$ cat src/rtl/scm_params.svh
// register map, field positions, reset values and wake-up counts of the clock mode block
`ifndef SCM_PARAMS_SVH
`define SCM_PARAMS_SVH

`define SCM_ADDR_W          8
`define SCM_ADDR_MODE       8'h00
`define SCM_ADDR_CTRL       8'h01
`define SCM_ADDR_STAT       8'h02
`define SCM_ADDR_CLR        8'h03
`define SCM_ADDR_IEN        8'h04

`define SCM_MODE_RESET      8'h03
`define SCM_MODE_WR_MASK    8'hF3
`define SCM_BIT_HCLK_SEL    0
`define SCM_BIT_IDLE_EN     1
`define SCM_BIT_HS_RDY      2
`define SCM_BIT_LS_RDY      3
`define SCM_BIT_FAST_EN     4
`define SCM_DIV_LSB         5
`define SCM_DIV_MSB         7

`define SCM_CTRL_RESET      8'h00
`define SCM_BIT_CLK_KEEP    0
`define SCM_BIT_LVD_EN      1

`define SCM_EVT_W           4
`define SCM_EVT_HS_RDY      0
`define SCM_EVT_LS_RDY      1
`define SCM_EVT_WAKE_DONE   2
`define SCM_EVT_DEEP_REFUSE 3

`define SCM_HS_READY_CYCLES 1024
`define SCM_LS_READY_CYCLES 2

`endif

$ cat src/rtl/scm_pkg.sv
// types shared by the clock mode block
package scm_pkg;

  // one-hot power and wake states
  typedef enum logic [6:0] {
    SCM_RUN       = 7'b0000001,
    SCM_IDLE_RUN  = 7'b0000010,
    SCM_IDLE_STOP = 7'b0000100,
    SCM_SLEEP_SUB = 7'b0001000,
    SCM_SLEEP_OFF = 7'b0010000,
    SCM_WAKE_LS   = 7'b0100000,
    SCM_WAKE_WAIT = 7'b1000000
  } scm_state_e;

  // system clock routing shown to the clock tree
  typedef struct packed {
    logic       use_low;
    logic       use_full;
    logic [2:0] div_code;
  } scm_clk_sel_s;

endpackage

$ cat src/rtl/scm_sync.sv
// three-stage pin synchroniser with agreement filter and rise pulse
`timescale 1ns/1ps
module scm_sync #(
  parameter int W = 2
) (
  input  wire logic         i_clk,
  input  wire logic         i_sys_rst,
  input  wire logic [W-1:0] i_async,
  output logic      [W-1:0] o_level,
  output logic      [W-1:0] o_rise
);

  genvar g;
  generate
    for (g = 0; g < W; g++) begin : g_bit
      logic s1_ff, s2_ff, s3_ff;   // capture chain
      logic lvl_ff, nxt_lvl;       // filtered level
      logic rise_ff, nxt_rise;     // one-cycle rise

      // a change is accepted only once stages two and three agree
      always_comb begin
        nxt_lvl  = lvl_ff;
        nxt_rise = 1'b0;
        if (s2_ff == s3_ff) begin
          nxt_lvl  = s3_ff;
          nxt_rise = s3_ff & ~lvl_ff;
        end
      end

      // stage one feeds only stage two
      always_ff @(posedge i_clk) begin
        if (i_sys_rst) begin
          s1_ff   <= 1'b0;
          s2_ff   <= 1'b0;
          s3_ff   <= 1'b0;
          lvl_ff  <= 1'b0;
          rise_ff <= 1'b0;
        end else begin
          s1_ff   <= i_async[g];
          s2_ff   <= s1_ff;
          s3_ff   <= s2_ff;
          lvl_ff  <= nxt_lvl;
          rise_ff <= nxt_rise;
        end
      end

      assign o_level[g] = lvl_ff;
      assign o_rise[g]  = rise_ff;
    end
  endgenerate

endmodule

$ cat src/rtl/scm_top.sv
// system clock selection, halt mode entry and oscillator wake-up sequencing
//
// Chosen here: the strobed register port and the register offsets.
`timescale 1ns/1ps
`include "scm_params.svh"
module scm_top #(
  parameter int HS_READY_CYCLES = `SCM_HS_READY_CYCLES,
  parameter int LS_READY_CYCLES = `SCM_LS_READY_CYCLES
) (
  input  wire logic                    i_clk,
  input  wire logic                    i_sys_rst,
  input  wire logic [`SCM_ADDR_W-1:0]  i_addr,
  input  wire logic [7:0]              i_wdata,
  input  wire logic                    i_wr,
  input  wire logic                    i_rd,
  input  wire logic                    i_halt,
  input  wire logic                    i_wake,
  input  wire logic                    i_crystal_sel,
  input  wire logic                    i_wdt_en,
  input  wire logic                    i_high_speed_clock,
  input  wire logic                    i_low_speed_clock,
  output logic [7:0]                   o_rdata,
  output logic                         o_cpu_run,
  output logic                         o_sys_tick,
  output logic                         o_hs_osc_en,
  output logic                         o_ls_osc_en,
  output scm_pkg::scm_clk_sel_s        o_clk_sel,
  output scm_pkg::scm_state_e          o_power_mode,
  output logic                         o_irq
);
  import scm_pkg::*;

  // oscillator pins arrive from foreign clocks
  // only the rising edges of the pins are used, their filtered levels are left open
  logic [1:0] osc_rise;  // [0] high-speed edge, [1] low-speed edge
  logic       hs_edge;
  logic       ls_edge;

  scm_sync #(.W(2)) u_osc_sync (
    .i_clk     (i_clk),
    .i_sys_rst (i_sys_rst),
    .i_async   ({i_low_speed_clock, i_high_speed_clock}),
    .o_level   (),
    .o_rise    (osc_rise)
  );
  assign hs_edge = osc_rise[0];
  assign ls_edge = osc_rise[1];

  // software registers
  logic [7:0]            mode_ff, nxt_mode;   // clock mode control
  logic [7:0]            ctrl_ff, nxt_ctrl;   // keep-clock and low-volt enable
  logic [`SCM_EVT_W-1:0] stat_ff, nxt_stat;   // sticky events
  logic [`SCM_EVT_W-1:0] ien_ff, nxt_ien;     // event enables
  logic [7:0]            rdata_ff, nxt_rdata; // read data, one cycle later
  logic                  irq_ff, nxt_irq;

  // wake sequencing state
  scm_state_e  state_ff, nxt_state;
  logic [10:0] hs_cnt_ff, nxt_hs_cnt;   // high oscillator stabilisation count
  logic [1:0]  ls_cnt_ff, nxt_ls_cnt;   // low oscillator start count
  logic        hs_rdy_ff, nxt_hs_rdy;
  logic        ls_rdy_ff, nxt_ls_rdy;
  logic [`SCM_EVT_W-1:0] evt;           // one-cycle event pulses

  // clock tree outputs
  logic [5:0]   div_cnt_ff, nxt_div_cnt; // counts high-speed edges for division
  logic         tick_ff, nxt_tick;
  logic         cpu_ff, nxt_cpu;
  logic         hs_en_ff, nxt_hs_en;
  logic         ls_en_ff, nxt_ls_en;
  scm_clk_sel_s sel_ff, nxt_sel;

  // decoded control fields
  logic       hclk_sel, idle_en, fast_en, clk_keep, lvd_en, low_sel, fast_ok;
  logic [2:0] div_code;
  logic [5:0] div_mask;

  assign hclk_sel = mode_ff[`SCM_BIT_HCLK_SEL];
  assign idle_en  = mode_ff[`SCM_BIT_IDLE_EN];
  assign fast_en  = mode_ff[`SCM_BIT_FAST_EN];
  assign div_code = mode_ff[`SCM_DIV_MSB:`SCM_DIV_LSB];
  assign clk_keep = ctrl_ff[`SCM_BIT_CLK_KEEP];
  assign lvd_en   = ctrl_ff[`SCM_BIT_LVD_EN];
  // codes 000 and 001 mean the slow clock when the full clock is not chosen
  assign low_sel  = ~hclk_sel & (div_code[2:1] == 2'b00);
  // fast wake needs a crystal source, its enable bit and the slow clock not routed to the system
  assign fast_ok  = i_crystal_sel & fast_en & ~low_sel;

  // mask of divider bits: code 010 gives /64 down to 111 giving /2
  always_comb begin
    case (div_code)
      3'h2:    div_mask = 6'h3F;
      3'h3:    div_mask = 6'h1F;
      3'h4:    div_mask = 6'h0F;
      3'h5:    div_mask = 6'h07;
      3'h6:    div_mask = 6'h03;
      default: div_mask = 6'h01;
    endcase
  end

  // power state, oscillator enables and ready counters
  always_comb begin
    nxt_state  = state_ff;
    nxt_hs_cnt = hs_cnt_ff;
    nxt_ls_cnt = ls_cnt_ff;
    nxt_hs_rdy = hs_rdy_ff;
    nxt_ls_rdy = ls_rdy_ff;
    evt        = '0;
    // which oscillators run in the coming cycle
    case (state_ff)
      SCM_RUN, SCM_IDLE_RUN, SCM_WAKE_WAIT: nxt_hs_en = ~low_sel;
      SCM_WAKE_LS:                          nxt_hs_en = 1'b1;
      default:                              nxt_hs_en = 1'b0;
    endcase
    nxt_ls_en = (state_ff != SCM_SLEEP_OFF);
    // high ready: cleared while its oscillator is off, set after the count
    if (!hs_en_ff) begin
      nxt_hs_cnt = '0;
      nxt_hs_rdy = 1'b0;
    end else if (hs_edge && !hs_rdy_ff) begin
      if (hs_cnt_ff == 11'(HS_READY_CYCLES - 1)) begin
        nxt_hs_rdy = 1'b1;
        evt[`SCM_EVT_HS_RDY] = 1'b1;
      end else begin
        nxt_hs_cnt = hs_cnt_ff + 11'h001;
      end
    end
    // low ready: only the deepest sleep stops the slow oscillator
    if (!ls_en_ff) begin
      nxt_ls_cnt = '0;
      nxt_ls_rdy = 1'b0;
    end else if (ls_edge && !ls_rdy_ff) begin
      if (ls_cnt_ff == 2'(LS_READY_CYCLES - 1)) begin
        nxt_ls_rdy = 1'b1;
        evt[`SCM_EVT_LS_RDY] = 1'b1;
      end else begin
        nxt_ls_cnt = ls_cnt_ff + 2'h1;
      end
    end
    case (state_ff)
      SCM_RUN: begin
        if (i_halt) begin
          if (idle_en) begin
            nxt_state = clk_keep ? SCM_IDLE_RUN : SCM_IDLE_STOP;
          end else if (lvd_en || i_wdt_en) begin
            nxt_state = SCM_SLEEP_SUB;
            evt[`SCM_EVT_DEEP_REFUSE] = lvd_en;
          end else begin
            nxt_state = SCM_SLEEP_OFF;
          end
        end
      end
      SCM_IDLE_RUN: begin
        // oscillator never stopped, so no stabilisation wait
        if (i_wake) begin
          nxt_state = SCM_RUN;
          evt[`SCM_EVT_WAKE_DONE] = 1'b1;
        end
      end
      SCM_IDLE_STOP, SCM_SLEEP_SUB: begin
        if (i_wake) begin
          nxt_state = fast_ok ? SCM_WAKE_LS : SCM_WAKE_WAIT;
        end
      end
      SCM_SLEEP_OFF: begin
        // slow clock is dead here, so fast wake cannot help
        if (i_wake) begin
          nxt_state = SCM_WAKE_WAIT;
        end
      end
      SCM_WAKE_LS: begin
        // runs on the slow clock until the crystal is counted stable
        if (hs_rdy_ff) begin
          nxt_state = SCM_RUN;
          evt[`SCM_EVT_WAKE_DONE] = 1'b1;
        end
      end
      SCM_WAKE_WAIT: begin
        if (low_sel ? ls_rdy_ff : hs_rdy_ff) begin
          nxt_state = SCM_RUN;
          evt[`SCM_EVT_WAKE_DONE] = 1'b1;
        end
      end
      default: nxt_state = SCM_WAKE_WAIT;
    endcase
  end

  always_ff @(posedge i_clk) begin
    if (i_sys_rst) begin
      state_ff  <= SCM_WAKE_WAIT;  // power-on waits for the high oscillator
      hs_cnt_ff <= '0;
      ls_cnt_ff <= '0;
      hs_rdy_ff <= 1'b0;
      ls_rdy_ff <= 1'b0;
      hs_en_ff  <= 1'b1;
      ls_en_ff  <= 1'b1;
    end else begin
      state_ff  <= nxt_state;
      hs_cnt_ff <= nxt_hs_cnt;
      ls_cnt_ff <= nxt_ls_cnt;
      hs_rdy_ff <= nxt_hs_rdy;
      ls_rdy_ff <= nxt_ls_rdy;
      hs_en_ff  <= nxt_hs_en;
      ls_en_ff  <= nxt_ls_en;
    end
  end

  // system clock tick, cpu run and routing
  always_comb begin
    nxt_div_cnt = hs_edge ? div_cnt_ff + 6'h01 : div_cnt_ff;
    nxt_cpu     = (state_ff == SCM_RUN) || (state_ff == SCM_WAKE_LS && ls_rdy_ff);
    nxt_sel.use_low  = low_sel || (state_ff == SCM_WAKE_LS);
    nxt_sel.use_full = hclk_sel && (state_ff != SCM_WAKE_LS);
    nxt_sel.div_code = div_code;
    nxt_tick = 1'b0;
    // peripherals keep their clock in running idle only
    if (nxt_cpu || state_ff == SCM_IDLE_RUN) begin
      if (nxt_sel.use_low) begin
        nxt_tick = ls_edge;
      end else if (hclk_sel) begin
        nxt_tick = hs_edge;
      end else begin
        nxt_tick = hs_edge && ((div_cnt_ff & div_mask) == div_mask);
      end
    end
  end

  always_ff @(posedge i_clk) begin
    if (i_sys_rst) begin
      div_cnt_ff <= '0;
      tick_ff    <= 1'b0;
      cpu_ff     <= 1'b0;
      sel_ff     <= '0;
    end else begin
      div_cnt_ff <= nxt_div_cnt;
      tick_ff    <= nxt_tick;
      cpu_ff     <= nxt_cpu;
      sel_ff     <= nxt_sel;
    end
  end

  // register writes, reads and interrupt
  always_comb begin
    nxt_mode  = mode_ff;
    nxt_ctrl  = ctrl_ff;
    nxt_ien   = ien_ff;
    nxt_rdata = 8'h00;
    nxt_stat  = stat_ff;
    // ready bits always mirror hardware
    nxt_mode[`SCM_BIT_HS_RDY] = hs_rdy_ff;
    nxt_mode[`SCM_BIT_LS_RDY] = ls_rdy_ff;
    if (i_wr) begin
      if (i_addr == `SCM_ADDR_MODE) begin
        // flag positions keep the hardware value
        nxt_mode = (i_wdata & `SCM_MODE_WR_MASK) | (nxt_mode & ~`SCM_MODE_WR_MASK);
      end else if (i_addr == `SCM_ADDR_CTRL) begin
        nxt_ctrl = {6'h00, i_wdata[1:0]};
      end else if (i_addr == `SCM_ADDR_CLR) begin
        nxt_stat = stat_ff & ~i_wdata[`SCM_EVT_W-1:0];
      end else if (i_addr == `SCM_ADDR_IEN) begin
        nxt_ien = i_wdata[`SCM_EVT_W-1:0];
      end
    end
    // a new event beats a clear in the same cycle
    nxt_stat = nxt_stat | evt;
    if (i_rd) begin
      if (i_addr == `SCM_ADDR_MODE) begin
        nxt_rdata = mode_ff;
      end else if (i_addr == `SCM_ADDR_CTRL) begin
        nxt_rdata = ctrl_ff;
      end else if (i_addr == `SCM_ADDR_STAT) begin
        nxt_rdata = {4'h0, stat_ff};
      end else if (i_addr == `SCM_ADDR_IEN) begin
        nxt_rdata = {4'h0, ien_ff};
      end else begin
        nxt_rdata = 8'h00;  // clear register and unmapped read as zero
      end
    end
    nxt_irq = |(nxt_stat & nxt_ien);
  end

  always_ff @(posedge i_clk) begin
    if (i_sys_rst) begin
      mode_ff  <= `SCM_MODE_RESET;
      ctrl_ff  <= `SCM_CTRL_RESET;
      stat_ff  <= '0;
      ien_ff   <= '0;
      rdata_ff <= 8'h00;
      irq_ff   <= 1'b0;
    end else begin
      mode_ff  <= nxt_mode;
      ctrl_ff  <= nxt_ctrl;
      stat_ff  <= nxt_stat;
      ien_ff   <= nxt_ien;
      rdata_ff <= nxt_rdata;
      irq_ff   <= nxt_irq;
    end
  end

  assign o_rdata      = rdata_ff;
  assign o_cpu_run    = cpu_ff;
  assign o_sys_tick   = tick_ff;
  assign o_hs_osc_en  = hs_en_ff;
  assign o_ls_osc_en  = ls_en_ff;
  assign o_clk_sel    = sel_ff;
  assign o_power_mode = state_ff;
  assign o_irq        = irq_ff;

endmodule

$ cat config.mk
export PLATFORM = sky130hd
export DESIGN_NAME = scm_top
export DESIGN_NICKNAME = d
export VERILOG_FILES = /design/src/rtl/scm_pkg.sv /design/src/rtl/scm_sync.sv /design/src/rtl/scm_top.sv
export VERILOG_INCLUDE_DIRS = /design/src /design/src/rtl
export SDC_FILE = /design/constraint.sdc
export NUM_CORES = 1
export LEC_CHECK = 0
export BUFFER_PORTS_ARGS = -buffer_cell sky130_fd_sc_hd__buf_2
export CORE_MARGIN = 2
export CORE_UTILIZATION = 60
export CTS_CLUSTER_SIZE = 14
export DETAILED_ROUTE_END_ITERATION = 8
export MAX_ROUTING_LAYER = met4
export PLACE_DENSITY = 0.9
export REMOVE_ABC_BUFFERS = 1
export SETUP_SLACK_MARGIN = 0.05
export SYNTH_ARGS = -nofsm -noshare
export SYNTH_HDL_FRONTEND = slang
export SYNTH_SLANG_ARGS = --single-unit
$ cat constraint.sdc
create_clock -name i_clk -period 3.4 [get_ports i_clk]
set_input_delay 0.85 -clock i_clk [delete_from_list [all_inputs] [get_ports i_clk]]
set_output_delay 0.85 -clock i_clk [all_outputs]
set_load 0.01 [all_outputs]
==> out/results.txt, run 1 <==
Worst clock skew -> 12.78 ps
Dpl cell area -> 3516 sq um
Leak -> 0.001421 uW
Grt ovf -> 0
Layout overhead on the synthesized area -> 13.56%
Average cell area after synthesis -> 9.174 sq um
Largest family of logic cells by synthesized area -> simple AND/OR/NAND/NOR gates
Initial core utilization -> 0.6297
Critical-path cell list -> buf_2 > or4_4 > or3_4 > mux2_4 > a2bb2oi_2 > o221ai_2
IO Pins -> 51
Cts bufs inserted -> 9
Synth Area in Compound Gates -> 0.1410
Vias in the first global route -> 2704
Die X -> 77.68 microns
Non-filler cells, final -> 479
CTS Hold Bufs -> 0
CTS tree -> done
Cells on worst reg2reg path -> 5
Clock root buffer -> clkbuf_8
Final hold violation count -> 0
Minimum clock period -> 2336 ps
Setup CP Type -> primary input to register
Critical path buffers and inverters -> 1
WHS Path Cells -> 1
Post-CTS setup buffers -> 0
Slowest CP cell -> or4_4
XOR/XNOR Fraction of Synth Area -> 0.04303
Storage cell area -> 1481 sq um
Critical Path End Type -> register
Post-Synth Adder-Cell Area -> 0.01153
Crit path DAT -> 2570 ps
Post-DP HPWL -> 5.196 mm
Flop-to-flop setup slack -> 1380 ps
#FFs+latches synth -> 74
Power Density -> 479.0 nW/um^2
Clock Latency Late Sink -> 360 ps
Core Region -> 5172 sq um
Die ar. -> 6033 sq um
Final WL -> 7.624 mm
Placed cell count -> 463
RSZ-0062 raised after global routing -> no
DIE HEIGHT -> 77.68 microns
Max Slew Vio Count -> 0
Max-Cap Viols -> 0
Vias -> 2874
Mapped Area -> 3257 sq um
GPL Wtd Cong -> 0.8793
N_diodes -> 0
Max incr delay on CP -> 600 ps
Syn Inst Count -> 355
DRT Pass-1 Iters -> 5
NumNets Final -> 433
Multi-input gate area -> 1644 sq um
Setup TNS -> 0 ps
EDFF count, synth -> 0
Vias per cell -> 6.000
Wire per inst -> 15.92 microns
Post-synthesis simple-gate area fraction -> 0.2831
Fmax -> 428.0 MHz
Critical path launch point type -> primary input
Clk slew on worst S/H paths -> 80 ps
Unique masters post-synth -> 61
Resized cells post-CTS -> 0
Final ANT Viol Nets -> 0
Slew at the pin closest to its max-slew limit -> 590.9 ps
Initial antenna violation count -> 0
Ys Warns -> 0
Global-route wire length before repair -> 12.50 mm
Post-Layout Inst Area -> 3699 sq um
Hold crit path type -> register to register
Final period util -> 0.6872
Ys async rst share -> 0
Port Buffer Count -> 50
Final setup viols -> 0
Largest net degree at the start of global routing -> 42
Htree depth -> 3
Main synth FF type -> dfxtp_1
Data required, critical path -> 3630 ps
Register area share after synthesis -> 0.4549
Slew headroom -> 0.6024
CTS Buffer Depth -> 2
GRT Total Usage -> 0.2706
Std cell rows -> 26
Layout cell share with drive strength beyond 1 -> 0.2029
Fillers -> 390
Crit. path cell count -> 6
VDD IR-drop max -> 0.3148 mV
Outcome -> finished clean
CP top delay family -> simple AND/OR/NAND/NOR gates
Sink Count -> 74
Multiplexer share of the synthesized area -> 0.02612
DR DRC count -> 0
Initial drt markers -> 214
Worst Path Max Fanout -> 8
state kept, by name, summed over array words and instances (netlist names), 4 cells and up:
register and count:
div_cnt_ff 6, o_power_mode 7, hs_cnt_ff 11, ien_ff 4, o_clk_sel 5, stat_ff 4, mode_ff 8, o_rdata 8
area by class of cell:
class / instances / share of cell area
Clock buffer: 9 / 0.03349
Multi-Input combinational cell: 258 / 0.4445
Sequential cell: 74 / 0.4005
Inverter: 8 / 0.008119
Tap cell: 70 / 0.02368
Timing Repair Buffer: 53 / 0.07375
Clock inverter: 7 / 0.01590
logic make-up after synthesis:
logic type,Yosys count
xor gates and xnor gates,16
AOI/OAI and AO/OA,67
and+or+nand+nor,164
muxes,8
buffers and inverters,23
adders and majority gates,3
DFF,74
worst paths after layout:
path	startpoint	end
max	i_addr[7]	o_irq
min	u_osc_sync.g_bit[1].s1_ff	u_osc_sync.g_bit[1].s2_ff
max reg2reg	o_power_mode[3]	o_power_mode[0]
min reg2reg	u_osc_sync.g_bit[1].s1_ff	u_osc_sync.g_bit[1].s2_ff
worst reg2reg max path, delay by kind of cell (launching register included):
kind / cells / cell delay [ps]
compound gates: 3 / 700
simple gates: 2 / 890
flops: 1 / 390
cell usage after synthesis (2+ instances only):
| cell type | instances | area, sq um |
|---|---|---|
| inv_1 | 8 | 30.03 |
| nand4b_1 | 2 | 17.52 |
| nor4_1 | 9 | 56.30 |
| nand2_1 | 26 | 97.59 |
| nor4b_1 | 2 | 17.52 |
| or2_2 | 2 | 12.51 |
| buf_6 | 2 | 22.52 |
| ha_1 | 3 | 37.54 |
| or3_1 | 2 | 12.51 |
| nand2b_1 | 6 | 37.54 |
| or4_1 | 2 | 15.01 |
| clkbuf_8 | 3 | 41.29 |
| o21a_1 | 2 | 15.01 |
| a2111oi_0 | 3 | 26.28 |
| and4_1 | 2 | 17.52 |
| nor2b_1 | 15 | 93.84 |
| nor2_1 | 39 | 146.4 |
| a21oi_1 | 22 | 110.1 |
| mux2i_1 | 7 | 70.07 |
| and3b_1 | 2 | 17.52 |
| and2_1 | 8 | 50.05 |
| dfxtp_1 | 74 | 1481 |
| o41ai_1 | 2 | 17.52 |
| nand3_1 | 17 | 85.08 |
| and3_1 | 3 | 18.77 |
| xnor2_1 | 12 | 105.1 |
| nor3b_1 | 3 | 22.52 |
| nand4_1 | 7 | 43.79 |
| a32oi_1 | 2 | 17.52 |
| clkbuf_1 | 9 | 33.78 |
| a22oi_1 | 2 | 15.01 |
| o21ai_0 | 12 | 60.06 |
| o31ai_1 | 5 | 37.54 |
| xor2_1 | 4 | 35.03 |
| o31a_1 | 3 | 26.28 |
| nor3_1 | 8 | 40.04 |
layout by cell type (no fill, tap or decap), types with 12 or more instances in the layout:
cell type,synthesis,final
a21oi_1,22,22
buf_2,0,50
dfxtp_1,74,74
nand2_1,26,26
nand3_1,17,17
nor2_1,39,39
nor2b_1,15,15
o21ai_0,12,12
xnor2_1,12,12
stage by stage:
stage	total power, uW	utilization	hold slack (ps)	worst slack (ps)
6_report	1772	0.7150	445.8	1064
5_1_grt	1837	0.7150	473.7	963.0
4_1_cts	1771	0.7150	451.3	1078
2_1_floorplan	1054	-	413.8	880.5
3_5_place_dp	1137	0.6797	442.8	696.9
3_3_place_gp	1131	0.6797	415.7	730.8
report_power, final:
| group | internal (uW) | switching, uW | leakage [uW] | total, uW |
|---|---|---|---|---|
| registers | 886 | 23.3 | 0.000598 | 910 |
| logic | 79.7 | 139 | 0.000736 | 218 |
| clock network | 277 | 366 | 0.0000877 | 644 |
per-layer routing:
| metal | track usage | part of all wire |
|---|---|---|
| met3 | 0.07558 | 0.075 |
| met4 | 0.1232 | 0.019 |
| met5 | - | 0 |
| met2 | 0.4259 | 0.49 |
| met1 | 0.3227 | 0.41 |
No activity file was read; power rests on OpenSTA's default activity.
==> inputs of run 2 (changes only) <==
CORE_UTILIZATION = 56   (was 60)
PLACE_DENSITY = 0.85   (was 0.9)
clock period = 2.2 ns   (was 3.4 ns; I/O delays follow)
==> run 2 against run 1 <==
Clock power is 54% higher. First-iteration DRC count down 4.2%. Critical endpoint unchanged. Critical path depth is the same. Non-clock buffer count is 14 higher. Sequential power up 54%. Worst hold slack worse by 45 ps. Via count fell by 0.87%.
==> out/results.txt, run 2 (synthesized netlist as in run 1, its figures left out) <==
Data required, critical path -> 2430 ps (-1200 ps)
R2r endpoint -> o_power_mode[2]
Comb pwr share -> 0.130 (+0.007)
RR Startpoint -> o_power_mode[1]
Internal -> 1940 uW (+56%)
Worst clock skew -> 6.759 ps (-6.018 ps)
WHS -> 400.7 ps (-45.08 ps)
Setup TNS -> 0 ps (unchanged)
Port Buffer Count -> 50 (unchanged)
Wire per inst -> 14.96 microns (-6.0%)
Slew headroom -> 0.6497 (+0.04731)
CP Launch Point -> i_addr[7]
Flop-to-flop setup slack -> 190 ps (-1190 ps)
IO Pins -> 51 (unchanged)
Total power -> 2753 uW (+55%)
Htree depth -> 3 (unchanged)
Multi-input gate area -> 1657 sq um (+0.76%)
Die ar. -> 6442 sq um (+6.8%)
Cells on worst reg2reg path -> 5 (unchanged)
Grt ovf -> 0 (unchanged)
Minimum clock period -> 2015 ps
Commonest cells after routing, fill and taps aside -> 74 x dfxtp_1, 50 x buf_2, 39 x nor2_1
Sequential Power Share -> 0.510 (-0.004)
Worst Path Max Fanout -> 8 (unchanged)
CTS Buffer Depth -> 2 (unchanged)
Setup CP Type -> primary input to register
Initial drt markers -> 205 (-4.2%)
VDD IR-drop max -> 0.4622 mV (+47%)
Vias in the first global route -> 2621 (-3.1%)
N_diodes -> 0 (unchanged)
Outcome -> finished clean
Initial antenna violation count -> 0 (unchanged)
Slew at the pin closest to its max-slew limit -> 512.2 ps (-78.76 ps)
Fillers -> 437 (+12%)
DIE HEIGHT -> 80.26 microns (+3.3%)
Layout overhead on the synthesized area -> 17.33%
GRT Total Usage -> 0.2530 (-0.01763)
Fmax -> 496.2 MHz
Critical Path End Type -> register
Vias per cell -> 5.756 (-4.1%)
Net load switching power -> 813.2 uW (+54%)
Cts bufs inserted -> 9 (unchanged)
Sink Count -> 74 (unchanged)
Post-CTS setup buffers -> 0 (unchanged)
Resized cells post-CTS -> 0 (unchanged)
GPL Wtd Cong -> 0.9487 (+7.9%)
Final period util -> 0.9160
Critical path launch point type -> primary input
Die X -> 80.26 microns (+3.3%)
Final hold violation count -> 0 (unchanged)
Std cell rows -> 27 (+3.8%)
Initial core utilization -> 0.5843 (-0.04537)
Largest net degree at the start of global routing -> 28 (-33%)
Final setup viols -> 0 (unchanged)
CTS Hold Bufs -> 0 (unchanged)
Final ANT Viol Nets -> 0 (unchanged)
Vias -> 2849 (-0.87%)
DR DRC count -> 0 (unchanged)
CTS tree -> done
NumNets Final -> 447 (+3.2%)
Power Density -> 720.6 nW/um^2 (+50%)
Core Region -> 5574 sq um (+7.8%)
DRT Pass-1 Iters -> 4 (-1)
Commonest non-fill, non-tap cell in the layout -> dfxtp_1
Post-DP HPWL -> 5.292 mm (+1.9%)
Clock Latency Late Sink -> 350 ps (about the same)
Clk slew on worst S/H paths -> 90 ps (about the same)
Hold crit path type -> primary input to register
RSZ-0062 raised after global routing -> yes
Global-route wire length before repair -> 12.12 mm (-3.0%)
Net Sw Frac -> 0.2954 (-0.002705)
Critical path capture point -> o_irq
Max Slew Vio Count -> 0 (unchanged)
Reg with most FFs -> hs_cnt_ff
Number of flip-flops in the largest register -> 11 (unchanged)
Clock root buffer -> clkbuf_8
Storage cell area -> 1481 sq um (unchanged)
Leak -> 0.001492 uW (+5.0%)
Layout cell share with drive strength beyond 1 -> 0.2340 (+0.03111)
Final WL -> 7.404 mm (-2.9%)
Clock Power Share -> 0.360 (-0.003)
Crit path DAT -> 2240 ps (-330 ps)
Max-Cap Viols -> 0 (unchanged)
==> run 2: cell types whose count changed in the layout (fill, tap and decap cells not counted), sizes merged <==
cell / before / now
inv: 13 / 11
buf: 53 / 67
clkinv: 0 / 2
==> run 2: worst min-delay path by stage <==
stage / startpoint / end / depth (start not counted) / slack [ps]
after global placement: u_osc_sync.g_bit[0].s1_ff / u_osc_sync.g_bit[0].s2_ff / 1 / 420
final: i_low_speed_clock / u_osc_sync.g_bit[1].s1_ff / 2 / 400
after CTS: i_low_speed_clock / u_osc_sync.g_bit[1].s1_ff / 2 / 390
after global routing: i_high_speed_clock / u_osc_sync.g_bit[0].s1_ff / 2 / 420
after detailed placement: u_osc_sync.g_bit[0].s1_ff / u_osc_sync.g_bit[0].s2_ff / 1 / 430
after floorplan: u_osc_sync.g_bit[0].s1_ff / u_osc_sync.g_bit[0].s2_ff / 1 / 410
==> run 2: area by class of cell <==
cell class | instances | share of cell area
Multi-Input combinational cell | 258 | 0.4335
Tap cell | 72 | 0.02358
Clock inverter | 7 | 0.01604
Timing Repair Buffer | 67 | 0.09889
Clock buffer | 9 | 0.03242
Inverter | 8 | 0.007859
Sequential cell | 74 | 0.3877
==> run 2: metrics by stage <==
step	std cells	setup slack, ps	cell area, sq um	util
floorplan	340	-19.54	3156	-
global placement	479	-142.5	3623	0.6501
detailed placement	479	-178.4	3623	0.6501
CTS	495	195.0	3809	0.6833
global route	495	45.58	3821	0.6855
finish	495	184.8	3821	0.6855
==> run 2: routing by layer <==
metal  track usage  wire, microns
met1        0.3223           3253
met2        0.3867           3524
met3       0.06067            530
met4        0.1051             95
met5             -              0
==> run 2: critical path, stage by stage <==
cell and delay (ps):
buf_2 100, or4_4 590, or3_4 450, mux2_4 320, a2bb2oi_2 140, o221ai_2 100
==> run 2: power by group through the flow <==
stage               logic (uW)  clock network (uW)  registers (uW)
global route               392                1060            1410
finish                     359                 991            1400
CTS                        341                 999            1400
global placement           332                   0            1430
detailed placement         339                   0            1440
floorplan                  186                   0            1440
==> inputs of run 3 (changes only) <==
CELL_PAD_IN_SITES_DETAIL_PLACEMENT = 0   (was not set)
CELL_PAD_IN_SITES_GLOBAL_PLACEMENT = 1   (was not set)
CORE_ASPECT_RATIO = 1.5   (was not set)
CORE_UTILIZATION = 43   (was 56)
==> run 3 against run 2 <==
Clock power up 0.4%. Critical path depth unchanged. Clock skew up 2.2 ps. Core utilization down 15 points. Register-to-register slack better by 20 ps. Via count down 1.2%. Final area up 1.3%. Maximum frequency down 0.82%. Sequential cell count unchanged. Critical path type unchanged.
==> out/results.txt, run 3 (synthesized netlist as in run 1, its figures left out) <==
Outcome -> finished clean
Pre-CTS WS -> -173.3 ps (+5.099 ps)
CTS Buffer Depth -> 2 (unchanged)
Vias in the first global route -> 2707 (+3.3%)
Clock Power Share -> 0.359 (about the same)
Internal -> 2018 uW (+4.0%)
Global-route wire length before repair -> 12.92 mm (+6.6%)
Setup ws final -> 168.1 ps (-16.68 ps)
Dpl cell area -> 3666 sq um (+1.2%)
RR Startpoint -> ls_rdy_ff
Initial core utilization -> 0.4477 (-0.1366)
Data required, critical path -> 2420 ps (about the same)
Post-DP HPWL -> 5.848 mm (+10%)
Number of flip-flops in the largest register -> 11 (unchanged)
Crit path DAT -> 2250 ps (about the same)
Vias -> 2815 (-1.2%)
CTS tree -> done
Comb pwr share -> 0.132 (+0.002)
Initial drt markers -> 131 (-36%)
Sink Count -> 74 (unchanged)
GRT Total Usage -> 0.2062 (-0.04683)
Clock Latency Late Sink -> 350 ps (about the same)
CP Launch Point -> i_addr[7]
Final WL -> 7.826 mm (+5.7%)
Layout overhead on the synthesized area -> 18.86%
Leak -> 0.001499 uW (+0.50%)
Max Slew Vio Count -> 0 (unchanged)
Sequential Power Share -> 0.508 (-0.002)
Port Buffer Count -> 50 (unchanged)
Core Region -> 7274 sq um (+31%)
RSZ-0062 raised after global routing -> yes
Die X -> 75.06 microns (-6.5%)
Final hold violation count -> 0 (unchanged)
DR DRC count -> 0 (unchanged)
Htree depth -> 3 (unchanged)
Setup CP Type -> primary input to register
Post-CTS setup buffers -> 0 (unchanged)
Final ANT Viol Nets -> 0 (unchanged)
Final setup viols -> 0 (unchanged)
Slowest CP cell -> or4_4
Critical Path End Type -> register
N_diodes -> 0 (unchanged)
WHS -> 408.4 ps (+7.659 ps)
Worst clock skew -> 8.935 ps (+2.176 ps)
NumNets Final -> 448 (+0.22%)
Fillers -> 704 (+61%)
Vias per cell -> 5.372 (-6.7%)
Reg with most FFs -> hs_cnt_ff
Grt ovf -> 0 (unchanged)
Largest net degree at the start of global routing -> 35 (+25%)
Net load switching power -> 749.2 uW (-7.9%)
Initial antenna violation count -> 0 (unchanged)
CTS Hold Bufs -> 0 (unchanged)
Commonest non-fill, non-tap cell in the layout -> dfxtp_1
Clock root buffer -> clkbuf_8
DIE HEIGHT -> 110.6 microns (+38%)
Critical path launch point type -> primary input
Layout cell share with drive strength beyond 1 -> 0.2311 (-0.002910)
Max incr delay on CP -> 560 ps (-30 ps)
Wire per inst -> 14.94 microns (-0.15%)
DRT Pass-1 Iters -> 4 (unchanged)
Minimum clock period -> 2032 ps (+16.68 ps)
GPL Wtd Cong -> 0.8308 (-12%)
Max-Cap Viols -> 0 (unchanged)
VDD IR-drop max -> 0.4587 mV (-0.75%)
Post-Layout Inst Area -> 3871 sq um (+1.3%)
Slew at the pin closest to its max-slew limit -> 523.6 ps (+11.46 ps)
Hold crit path type -> primary input to register
Std cell rows -> 38 (+41%)
Total power -> 2768 uW (+0.52%)
Worst Path Max Fanout -> 6 (-2)
Critical-path cell list -> buf_2 > or4_4 > or4b_4 > a21oi_2 > a2bb2oi_2 > o221ai_2
Clk slew on worst S/H paths -> 70 ps (-20 ps)
Slew headroom -> 0.6477 (-0.002030)
Power Density -> 714.9 nW/um^2 (-0.78%)
Worst Min Path Start -> i_low_speed_clock
Net Sw Frac -> 0.2707 (-0.02465)
Final period util -> 0.9236 (+0.007580)
Cts bufs inserted -> 9 (unchanged)
Die ar. -> 8301 sq um (+29%)
IO Pins -> 51 (unchanged)
Commonest cells after routing, fill and taps aside -> 74 x dfxtp_1, 50 x buf_2, 39 x nor2_1
Fmax -> 492.2 MHz (-0.82%)
## run 3: worst max-delay path: cells and delay by family
family / cells / cell delay (ps)
compound gates: 3 / 510
buf+inv: 1 / 90
simple gates: 2 / 1100
## run 3: layer usage
| metal | wire (microns) | global-route usage |
|---|---|---|
| met1 | 3316 | 0.2358 |
| met3 | 252 | 0.04836 |
| met4 | 176 | 0.07738 |
| met5 | 0 | - |
| met2 | 4081 | 0.3404 |
## run 3: path summary, 6_finish.rpt
| check | endpoint | slack (ps) | cells past startpoint |
|---|---|---|---|
| worst max register to register | o_power_mode[1] | 210 | 5 |
| worst max-delay path | o_irq | 170 | 6 |
| worst min register to register | u_osc_sync.g_bit[1].s2_ff | 440 | 1 |
| worst min-delay path | u_osc_sync.g_bit[1].s1_ff | 410 | 2 |
## run 3: per-stage QoR
stage / utilization / setup TNS, ps / std cells
finish: 0.5322 / 0 / 524
floorplan: - / -19.54 / 340
global placement: 0.5040 / -184.0 / 508
detailed placement: 0.5040 / -327.7 / 508
CTS: 0.5303 / 0 / 524
global route: 0.5322 / 0 / 524
## run 3: final cells by class
type / count / area, sq um / area share
multi-input combinational: 258 / 1658 / 0.4282
sequential: 74 / 1481 / 0.3827
clock buffer: 13 / 168.9 / 0.04363
timing repair buffer: 68 / 385.4 / 0.09955
inverter: 8 / 30.03 / 0.007757
clock inverter: 3 / 22.52 / 0.005818
tap: 100 / 125.1 / 0.03232
## run 3: timing repair
action / CTS / global route
endpoints found under the hold margin: 0 / 0
endpoints found under the setup margin: 0 / 2
gates resized for setup: 0 / 2
## run 3: power groups by stage
stage	logic, uW	clock network [uW]	registers (uW)
floorplan	186	0	1440
global placement	341	0	1430
detailed placement	344	0	1440
CTS	346	1010	1400
global route	401	1070	1410
finish	366	995	1410
